--- src/rcl_pkg.sv ---
/*
  Package for the reset configuration loader: option layouts, reset
  values, load sequencing constants and the carrier structs.
  Assumes a single 25 MHz bus clock domain.
*/
`default_nettype none
package rcl_pkg;

  localparam int unsigned CLK_HZ        = 25_000_000;
  // Flash clock divider value forced by the debug mass erase
  localparam logic [7:0]  FDIV_ERASE    = 8'h05;
  localparam logic [7:0]  FDIV_RST      = 8'h00;
  // Field positions inside the flash option byte
  localparam int unsigned OPT_RATE_LSB  = 0;
  localparam int unsigned OPT_RATE_W    = 3;
  localparam int unsigned OPT_WIN_POS   = 3;
  // Watchdog reset values before the load completes
  localparam logic [2:0]  RATE_RST      = 3'h0;
  localparam logic        WIN_RST       = 1'b0;
  // Words loaded from flash during the reset sequence
  localparam int unsigned LOAD_WORDS    = 4;
  // Index of the word holding the option byte
  localparam int unsigned OPT_WORD_IDX  = 3;

  typedef enum logic {
    RCL_RST_WARM,
    RCL_RST_POR
  } rcl_rst_kind_t;

  // Watchdog settings handed to the clock and watchdog unit
  typedef struct packed {
    logic [2:0] cop_rate_field;
    logic       window_mode_bit;
  } rcl_wdog_t;

  // One flash read answer
  typedef struct packed {
    logic [7:0] data;
    logic       dbl_fault;
  } rcl_rdata_t;

endpackage
`default_nettype wire

--- src/rcl_ram_init.sv ---
/*
  System RAM initialiser: walks every address of the system RAM and
  writes zero data with matching syndrome after a power-on reset.
  Assumes the RAM accepts one write per clock while wr_o is high.
*/
`timescale 1ns/100ps
`default_nettype none
module rcl_ram_init
  import rcl_pkg::*;
#(
  parameter int unsigned ADDR_W = 10
) (
  input  wire logic              sys_clk_i,
  input  wire logic              reset_i,
  input  wire logic              start_i,
  output logic                   busy_o,
  output logic                   wr_o,
  output logic [ADDR_W-1:0]      addr_o
);

  // Refuse address widths the walker cannot serve
  if (ADDR_W < 1 || ADDR_W > 24) begin : g_bad_addr_w
    $error("rcl_ram_init: ADDR_W out of range");
  end

  // Address walker; zero data carries a zero syndrome
  always_ff @(posedge sys_clk_i) begin
    if (reset_i) begin
      busy_o <= 1'b0;
      wr_o   <= 1'b0;
      addr_o <= '0;
    end else if (start_i && !busy_o) begin
      busy_o <= 1'b1;
      wr_o   <= 1'b1;
      addr_o <= '0;
    end else if (busy_o) begin
      if (addr_o == {ADDR_W{1'b1}}) begin
        busy_o <= 1'b0;
        wr_o   <= 1'b0;
      end else begin
        addr_o <= addr_o + 1'b1;
      end
    end
  end

endmodule
`default_nettype wire

--- src/rcl_loader.sv ---
/*
  Reset configuration loader: holds the CPU after every reset while
  flash configuration words are read, loads the watchdog settings,
  aborts a running flash command, sequences system RAM initialisation
  after power-on and forces the flash clock divider on debug erase.
  Assumes the flash answers each read with rd_valid_i some cycles later.
*/
// Notes on behaviour
// - Every reset holds the CPU until all configuration words load.
// - A double fault during load leaves protection and security on.
// - Any reset aborts a running program or erase at once.
// - System RAM and syndromes are initialised on power-on only.
// - No other RAM is ever initialised by any reset.
// - Only low-voltage resets may disturb stored RAM contents.
// - Watchdog rate and window bits load from the option byte.
// - The loaded rate is the bitwise inverse of the option bits.
// - The loaded window bit is the inverse of option bit three.
// - The mass-erase request follows the debug erase request.
// - Debug mass erase forces the flash clock divider to 0x05.
// - Any reset sets defaults; some clock regs need power-on.
`timescale 1ns/100ps
`default_nettype none
module rcl_loader
  import rcl_pkg::*;
#(
  parameter int unsigned RAM_ADDR_W = 10,
  parameter int unsigned N_WORDS    = LOAD_WORDS
) (
  input  wire logic                  sys_clk_i,
  input  wire logic                  reset_i,
  input  wire rcl_rst_kind_t         rst_kind_i,
  input  wire logic                  low_voltage_rst_i,
  output logic                       cpu_hold_o,
  output logic                       rd_req_o,
  output logic [7:0]                 rd_idx_o,
  input  wire logic                  rd_valid_i,
  input  wire rcl_rdata_t            rd_data_i,
  output logic                       prot_force_o,
  output logic                       cmd_abort_o,
  input  wire logic                  cmd_active_i,
  output rcl_wdog_t                  wdog_o,
  input  wire logic                  wdog_wr_i,
  input  wire rcl_wdog_t             wdog_wdata_i,
  output logic                       ram_wr_o,
  output logic [RAM_ADDR_W-1:0]      ram_addr_o,
  output logic                       other_ram_init_o,
  output logic                       ram_scrub_allow_o,
  output logic                       por_only_rst_o,
  input  wire logic                  dbg_erase_req_i,
  output logic                       mass_erase_req_o,
  output logic [7:0]                 flash_clock_divider_o,
  input  wire logic                  fdiv_wr_i,
  input  wire logic [7:0]            fdiv_wdata_i
);

  // Refuse word counts that cannot reach the option word
  if (N_WORDS < 1 || N_WORDS > 255 ||
      OPT_WORD_IDX >= N_WORDS) begin : g_bad_words
    $error("rcl_loader: N_WORDS cannot hold the option word");
  end

  typedef enum logic [1:0] {
    ST_ISSUE,
    ST_WAIT,
    ST_RAM,
    ST_DONE
  } rcl_state_t;

  rcl_state_t  state;
  logic [7:0]  word_idx;
  logic        is_por;
  logic        ram_busy;
  logic        ram_start;
  logic        last_word;

  assign last_word = (word_idx == 8'(N_WORDS - 1));

  // Reset kind captured on a clocked edge, never from async reset
  always_ff @(posedge sys_clk_i) begin
    if (reset_i) begin
      is_por <= (rst_kind_i == RCL_RST_POR);
    end
  end

  // Load sequencer
  always_ff @(posedge sys_clk_i) begin
    if (reset_i) begin
      state    <= ST_ISSUE;
      word_idx <= 8'h00;
    end else begin
      unique case (state)
        ST_ISSUE: state <= ST_WAIT;
        ST_WAIT: begin
          if (rd_valid_i) begin
            if (last_word) begin
              state <= is_por ? ST_RAM : ST_DONE;
            end else begin
              word_idx <= word_idx + 8'h01;
              state    <= ST_ISSUE;
            end
          end
        end
        ST_RAM: begin
          if (!ram_busy && !ram_start) begin
            state <= ST_DONE;
          end
        end
        ST_DONE: state <= ST_DONE;
      endcase
    end
  end

  assign cpu_hold_o = (state != ST_DONE);
  assign rd_req_o   = (state == ST_ISSUE);
  assign rd_idx_o   = word_idx;

  always_ff @(posedge sys_clk_i) begin
    if (reset_i) begin
      ram_start <= 1'b0;
    end else begin
      ram_start <= (state == ST_WAIT) && rd_valid_i && last_word && is_por;
    end
  end

  rcl_ram_init #(
    .ADDR_W (RAM_ADDR_W)
  ) u_ram_init (
    .sys_clk_i (sys_clk_i),
    .reset_i   (reset_i),
    .start_i   (ram_start),
    .busy_o    (ram_busy),
    .wr_o      (ram_wr_o),
    .addr_o    (ram_addr_o)
  );

  assign other_ram_init_o  = 1'b0;
  assign ram_scrub_allow_o = low_voltage_rst_i;
  assign por_only_rst_o    = reset_i && (rst_kind_i == RCL_RST_POR);

  always_ff @(posedge sys_clk_i) begin
    if (reset_i) begin
      prot_force_o <= 1'b0;
    end else if (state == ST_WAIT && rd_valid_i && rd_data_i.dbl_fault) begin
      prot_force_o <= 1'b1;
    end
  end

  assign cmd_abort_o = reset_i && cmd_active_i;

  always_ff @(posedge sys_clk_i) begin
    if (reset_i) begin
      wdog_o.cop_rate_field  <= RATE_RST;
      wdog_o.window_mode_bit <= WIN_RST;
    end else if (state == ST_WAIT && rd_valid_i &&
                 word_idx == 8'(OPT_WORD_IDX)) begin
      wdog_o.cop_rate_field  <=
        ~rd_data_i.data[OPT_RATE_LSB +: OPT_RATE_W];
      wdog_o.window_mode_bit <= ~rd_data_i.data[OPT_WIN_POS];
    end else if (wdog_wr_i && state == ST_DONE) begin
      wdog_o <= wdog_wdata_i;
    end
  end

  assign mass_erase_req_o = dbg_erase_req_i;

  // Erase force wins over a software write in the same cycle
  always_ff @(posedge sys_clk_i) begin
    if (reset_i) begin
      flash_clock_divider_o <= FDIV_RST;
    end else if (dbg_erase_req_i) begin
      flash_clock_divider_o <= FDIV_ERASE;
    end else if (fdiv_wr_i) begin
      flash_clock_divider_o <= fdiv_wdata_i;
    end
  end
endmodule
`default_nettype wire

--- config.mk ---
export PLATFORM = sky130hd
export DESIGN_NAME = rcl_loader
export DESIGN_NICKNAME = d
export VERILOG_FILES = /design/src/rcl_pkg.sv /design/src/rcl_ram_init.sv /design/src/rcl_loader.sv
export SDC_FILE = /design/constraint.sdc
export NUM_CORES = 1
export LEC_CHECK = 0
export BUFFER_PORTS_ARGS = -buffer_cell sky130_fd_sc_hd__buf_2
export CORE_UTILIZATION = 44
export CTS_BUF_LIST = sky130_fd_sc_hd__clkbuf_4 sky130_fd_sc_hd__clkbuf_8
export DETAILED_ROUTE_END_ITERATION = 10
export PLACE_DENSITY = 0.89
export SLEW_MARGIN = 20
export SYNTH_ARGS = -nofsm -noshare
export SYNTH_HDL_FRONTEND = slang
export SYNTH_SLANG_ARGS = --single-unit
--- constraint.sdc ---
create_clock -name sys_clk_i -period 1.35 [get_ports sys_clk_i]
set_input_delay 0.0675 -clock sys_clk_i [delete_from_list [all_inputs] [get_ports sys_clk_i]]
set_output_delay 0.0675 -clock sys_clk_i [all_outputs]
set_load 0.01 [all_outputs]
# Yosys cells after proc, flatten, opt, wreduce, memory -nomap -nowiden
# Cells that the tools add are included.
# op_classes
n_addsub	2
eq_ne	8
mux	15
bitwise	4
n_reduce_logical	22
# ops
cell	count
$add 10x1->10 const B	1
$eq 10x10->1 const B	1
$logic_and 1x1->1	9
$add 8x1->8 const B	1
$eq 8x2->1 const B	1
$mux 4	2
$pmux 2 s4	1
$reduce_bool 2->1	4
$mux 1	7
$mux 2	3
$mux 3	2
$ne 2x2->1 const B	3
$reduce_and 2->1	3
$eq 2x2->1 const B	2
$reduce_or 2->1	2
$not 1->1	3
$not 3->3	1
$reduce_and 3->1	1
$eq 2x1->1 const B	1
$logic_not 1->1	2
$logic_not 2->1	1
# totals
register_bits	37
inputBits	30
output_inout_bits	39
word_cells	63

# Logic depth before layout (Yosys ltp)
# logic_depth
ltp_word	4
ltp_mapped	5
mapped_depth_nobuf	5

# Modules after synthesis
# Synthesis repeated with hierarchy kept, for this count alone.
# hier_totals
cells_unflattened	186
area_unflattened_um2	1729.2
# by_module_without_submodules
mod	instances	cells_each	area_each_um2	seq_area_each_um2
rcl_loader	1	121	1174.9	510.5
rcl_ram_init	1	65	554.3	240.2

# Least setup slack after synthesis
# OpenSTA, ideal clock, no wires.
# synth_path
kind	register to register
startpoint	reg word_idx[0], in the netlist rd_idx_o[0]
endpoint	reg wdog_o[1] in the netlist's numbering
setup_time_ps	65
t_arrival_ps	1498
required_time_ps	1285
path_slack_ps	-213
path_stages_with_launch	6
path_buffers	0
period_less_slack_ps	1563
cell_sequence	dfxtp_1 -> ha_1 -> nor4b_2 -> nand3_1 -> mux2_2 -> nor2_1
# synth_via
elab_chain_cells	3
elab_cells_between_ends	4
cone_classes	1 x eq/ne; 1 x mux; 2 x reduce/logical
# synth_rtl
element	line	text
start, declared	rcl_loader.sv:70	logic [7:0] word_idx;
start signal, assigned	rcl_loader.sv:98	word_idx <= word_idx + 8'h01;
$eq 8x2->1 (*)	rcl_loader.sv:155	word_idx == 8'(OPT_WORD_IDX)) begin
$logic_and 1x1->1 (*)	rcl_loader.sv:154	end else if (state == ST_WAIT && rd_valid_i &&
$mux 4 or $reduce_bool 2->1 (tied branches)	--	
end signal, assigned	rcl_loader.sv:160	wdog_o <= wdog_wdata_i;
end, declared	rcl_loader.sv:41	output rcl_wdog_t wdog_o,
# Every way passes the cells marked *; elsewhere a longest branch is shown, timed or not.
# A chain may end at the register's enable or synchronous reset.

# Final worst setup path
# layout_path
startpoint	reg word_idx[0], in the netlist rd_idx_o[0]
endpoint	reg word_idx[2], in the netlist rd_idx_o[2]
# layout_via
elab_chain_cells	3
elab_cells_between_ends	4
cone_classes	1 x add/sub; 1 x eq/ne; 1 x bitwise; 1 x reduce/logical
# layout_rtl
element
parallel branches: the longest is 3 deep, another holds $add 8x1->8
# Several ways; the timed one is not identified.

==> metrics <==
register share of total power 49.1%; largest family of logic cells by synthesized area simple AND/OR/NAND/NOR gates; Worst Setup Start Kind register; CP top delay family simple AND/OR/NAND/NOR gates; Post-Syn Area 1660 µm²; top-count cell post-synth dfxtp_1; Core Area 3470 µm²; complex-gate fraction of the synthesized area 9.52%; IO Count 69; gr ovfl total 0; maximum VDD drop 730 µV; PD cells 930 nW/µm²; Hold Startpoint fdiv_wdata_i[2]; Hold Crit Class in -> reg; Post-synth EDFFs 1; WL/cell 13.2 µm; Num CTS Buffers 5; multiplexer share of the synthesized area 9.37%; Starting Density 47.8%; Mean Syn Cell Area 9.20 µm²; drc violations 0; ys flop type dfxtp_1; Seq cells post-synth 37; sequential area share after synthesis 45.3%; Port Buffers 61; P_sw 490 µW; area share of fa/ha/maj cells after synthesis 1.51%; period utilization 105%; Via density 5.25; Worst Setup SP rd_idx_o[0]$_SDFFE_PP0P_; post-synthesis cell count 180; Placer Congestion 0.803; share of layout cells above drive strength 1 51.1%; M3 GR Usage 4.71%; vias 1638; synth cell count leaders 36 x dfxtp_1, 29 x nor2_1, 11 x mux2i_1; GRT Total Usage 20.2%; area of the multi-input gates 981 µm²; Critical Path Max Stage Delay 0.39 ns; Layout area overhead 48.3%; Lkg Pwr 1.10 nW; Distinct cells, synth 43; Clock Path Buffers 2; final setup margin -0.0684 ns; RSZ-0062 raised after global routing true; initial antenna violation count 0; Synth Area in XOR/XNOR 3.70%; Clock Pin Slew Worst Setup and Hold Paths 0.07 ns; most crowded layer after global routing met2; root buf cell clkbuf_8; Synth warnings 0; clock network power share 43.3%; switch share 21.5%; setup tns final -0.164 ns; count of pins over their slew limit 0; failing checks negative setup slack; Max-Cap Viols 0; logic gate share of total power 7.5%; Final Hold Fails 0; die area 4010 µm²; area leader, netlist dfxtp_1; fraction of registers with async set/reset 0%; largest net degree at the start of global routing 17; Hold Slack 0.0127 ns; Iter 0 DRT Violations 86; Setup Skew 0.00498 ns; # rows 21; worst path arrival time 1.64 ns; # setup viols final 5; WS Path Type reg -> reg; Slowest-stage cell, CP or3b_4; worst reg2reg startpoint rd_idx_o[0]$_SDFFE_PP0P_; ANT nets after route 0; Die Wd 63.4 µm; Clock Latency Late Sink 0.29 ns; status finished with violations; final WL 4.12 mm; GRT met2 Usage 35.8%; worst path bufs/invs 1; Die Ht 63.4 µm; Synth area leaders dfxtp_1 44%, mux2i_1 6.6%, nor2_1 6.6%, mux2_2 2.7%, a21oi_1 2.4%; Crit. End Element register; nets 297; Post-Synth Simple-Gate Area 26.4%; Fill cells 272; ant diodes 0; Total Power 2.28 mW; number of global-route vias before repair 1481; CP required 1.57 ns; GR Util met1 22.4%; Net Count, Synth 212; P_int 1.79 mW; CP Max Fanout 3; FMAX 705 MHz; Reg area 779 µm²; worst path cell trace ha_4, nor4b_4, buf_4, nand2_4, or3b_4, a21oi_2; TritonCTS clock tree done; Sink Count 37; first-pass GRT wire length 6.30 mm; min Tclk post-route 1.42 ns; top cell type's share of synthesized area 43.5%; DR pass1 iterations 4; H-tree levels 2; placed wire-length estimate 2.85 mm
-- state kept, by name, indices dropped and copies added (netlist names) --
| register | cells |
|---|---|
| u_ram_init.addr_o | 10 |
| flash_clock_divider_o | 8 |
| rd_idx_o | 8 |
| wdog_o | 4 |
| state | 2 |
| is_por | 1 |
| prot_force_o | 1 |
| ram_start | 1 |
| u_ram_init.busy_o | 1 |
| u_ram_init.wr_o | 1 |
-- power by group through the flow --
stage          Combinational [mW]  Sequential, mW  Clock, mW
2_1_floorplan              0.0829            1.16          0
3_3_place_gp                0.157            1.15          0
3_5_place_dp                0.162            1.15          0
4_1_cts                     0.166            1.12       1.01
5_1_grt                     0.186            1.12       1.06
6_report                    0.172            1.12      0.990
-- per-layer routing --
metal | vias up | part of all wire (%)
li1 | 802 | -
met1 | 780 | 41
met2 | 49 | 53
met3 | 7 | 4.3
met4 | 0 | 1.7
met5 | - | 0
-- timing repair --
action,in CTS,in global routing
pin swaps,3,9
resized for setup,3,25
hold buffers,1,0
endpoints found under the setup margin,11,20
gates cloned,0,0
hold endpoints to repair,1,0
buffers inserted,3,2
-- through the flow --
step / cell area [µm²] / util, % / setup WS (ns) / cells
after floorplan: 1730 / - / 0.00449 / 180
after global placement: 2190 / 63.0 / 0.00398 / 298
after detailed placement: 2190 / 63.0 / -0.0594 / 298
after CTS: 2360 / 67.9 / -0.0456 / 310
after global routing: 2460 / 70.8 / -0.115 / 312
final: 2460 / 70.8 / -0.0684 / 312
-- layout by cell type, fill, tap and decap left out, types with 3 or more instances in the layout --
master    netlist  final
a21oi_1         8      4
nor3_2          0      3
nor2b_1         4      4
mux2_2          4      3
buf_4           3     24
and2_1          4      4
nor2_1         29     27
clkbuf_8        0      6
buf_2           1     61
a31oi_1         3      3
nand2_1         9      7
nand3_1         6      5
dfxtp_1        36     25
nand4_1         5      5
mux2i_1        11     11
a21oi_2         0      4
xor2_1          3      3
inv_1           3      3
xnor2_1         4      4
nor3_1          8      5
dfxtp_2         0      5
dfxtp_4         0      6
-- worst reg2reg max path, cell delays in order, from the launching register on --
cell	delay, ns
dfxtp_4	0.35
ha_4	0.15
nor4b_4	0.13
buf_4	0.16
nand2_4	0.07
or3b_4	0.39
a21oi_2	0.12
-- path summary, 6_finish.rpt --
check             slack (ns)  depth (start not counted)                                     to
setup reg to reg       -0.07                          6               rd_idx_o[2]$_SDFFE_PP0P_
hold / removal          0.01                          3  flash_clock_divider_o[2]$_SDFFE_PP0P_
setup / recovery       -0.07                          6               rd_idx_o[2]$_SDFFE_PP0P_
hold reg to reg         0.48                          1           u_ram_init.wr_o$_SDFFE_PP0P_
-- cell type report --
type / instances / share of cell area, %
Multi-Input combinational cell: 131 / 39.9
Sequential cell: 37 / 31.7
Clock inverter: 2 / 1.53
Clock buffer: 6 / 3.36
Timing Repair Buffer: 87 / 20.6
Tap cell: 46 / 2.34
Inverter: 3 / 0.458
-- logic make-up (layout without fill, tap and decap cells) --
group,Yosys count,after routing
mux,15,15
simple gates,83,83
buf+inv,12,98
other cells,1,1
fa+ha+maj,2,2
flops,37,37
compound gates,23,23
xor+xnor,7,7
Note: power is estimated with default switching activity, not from simulation.
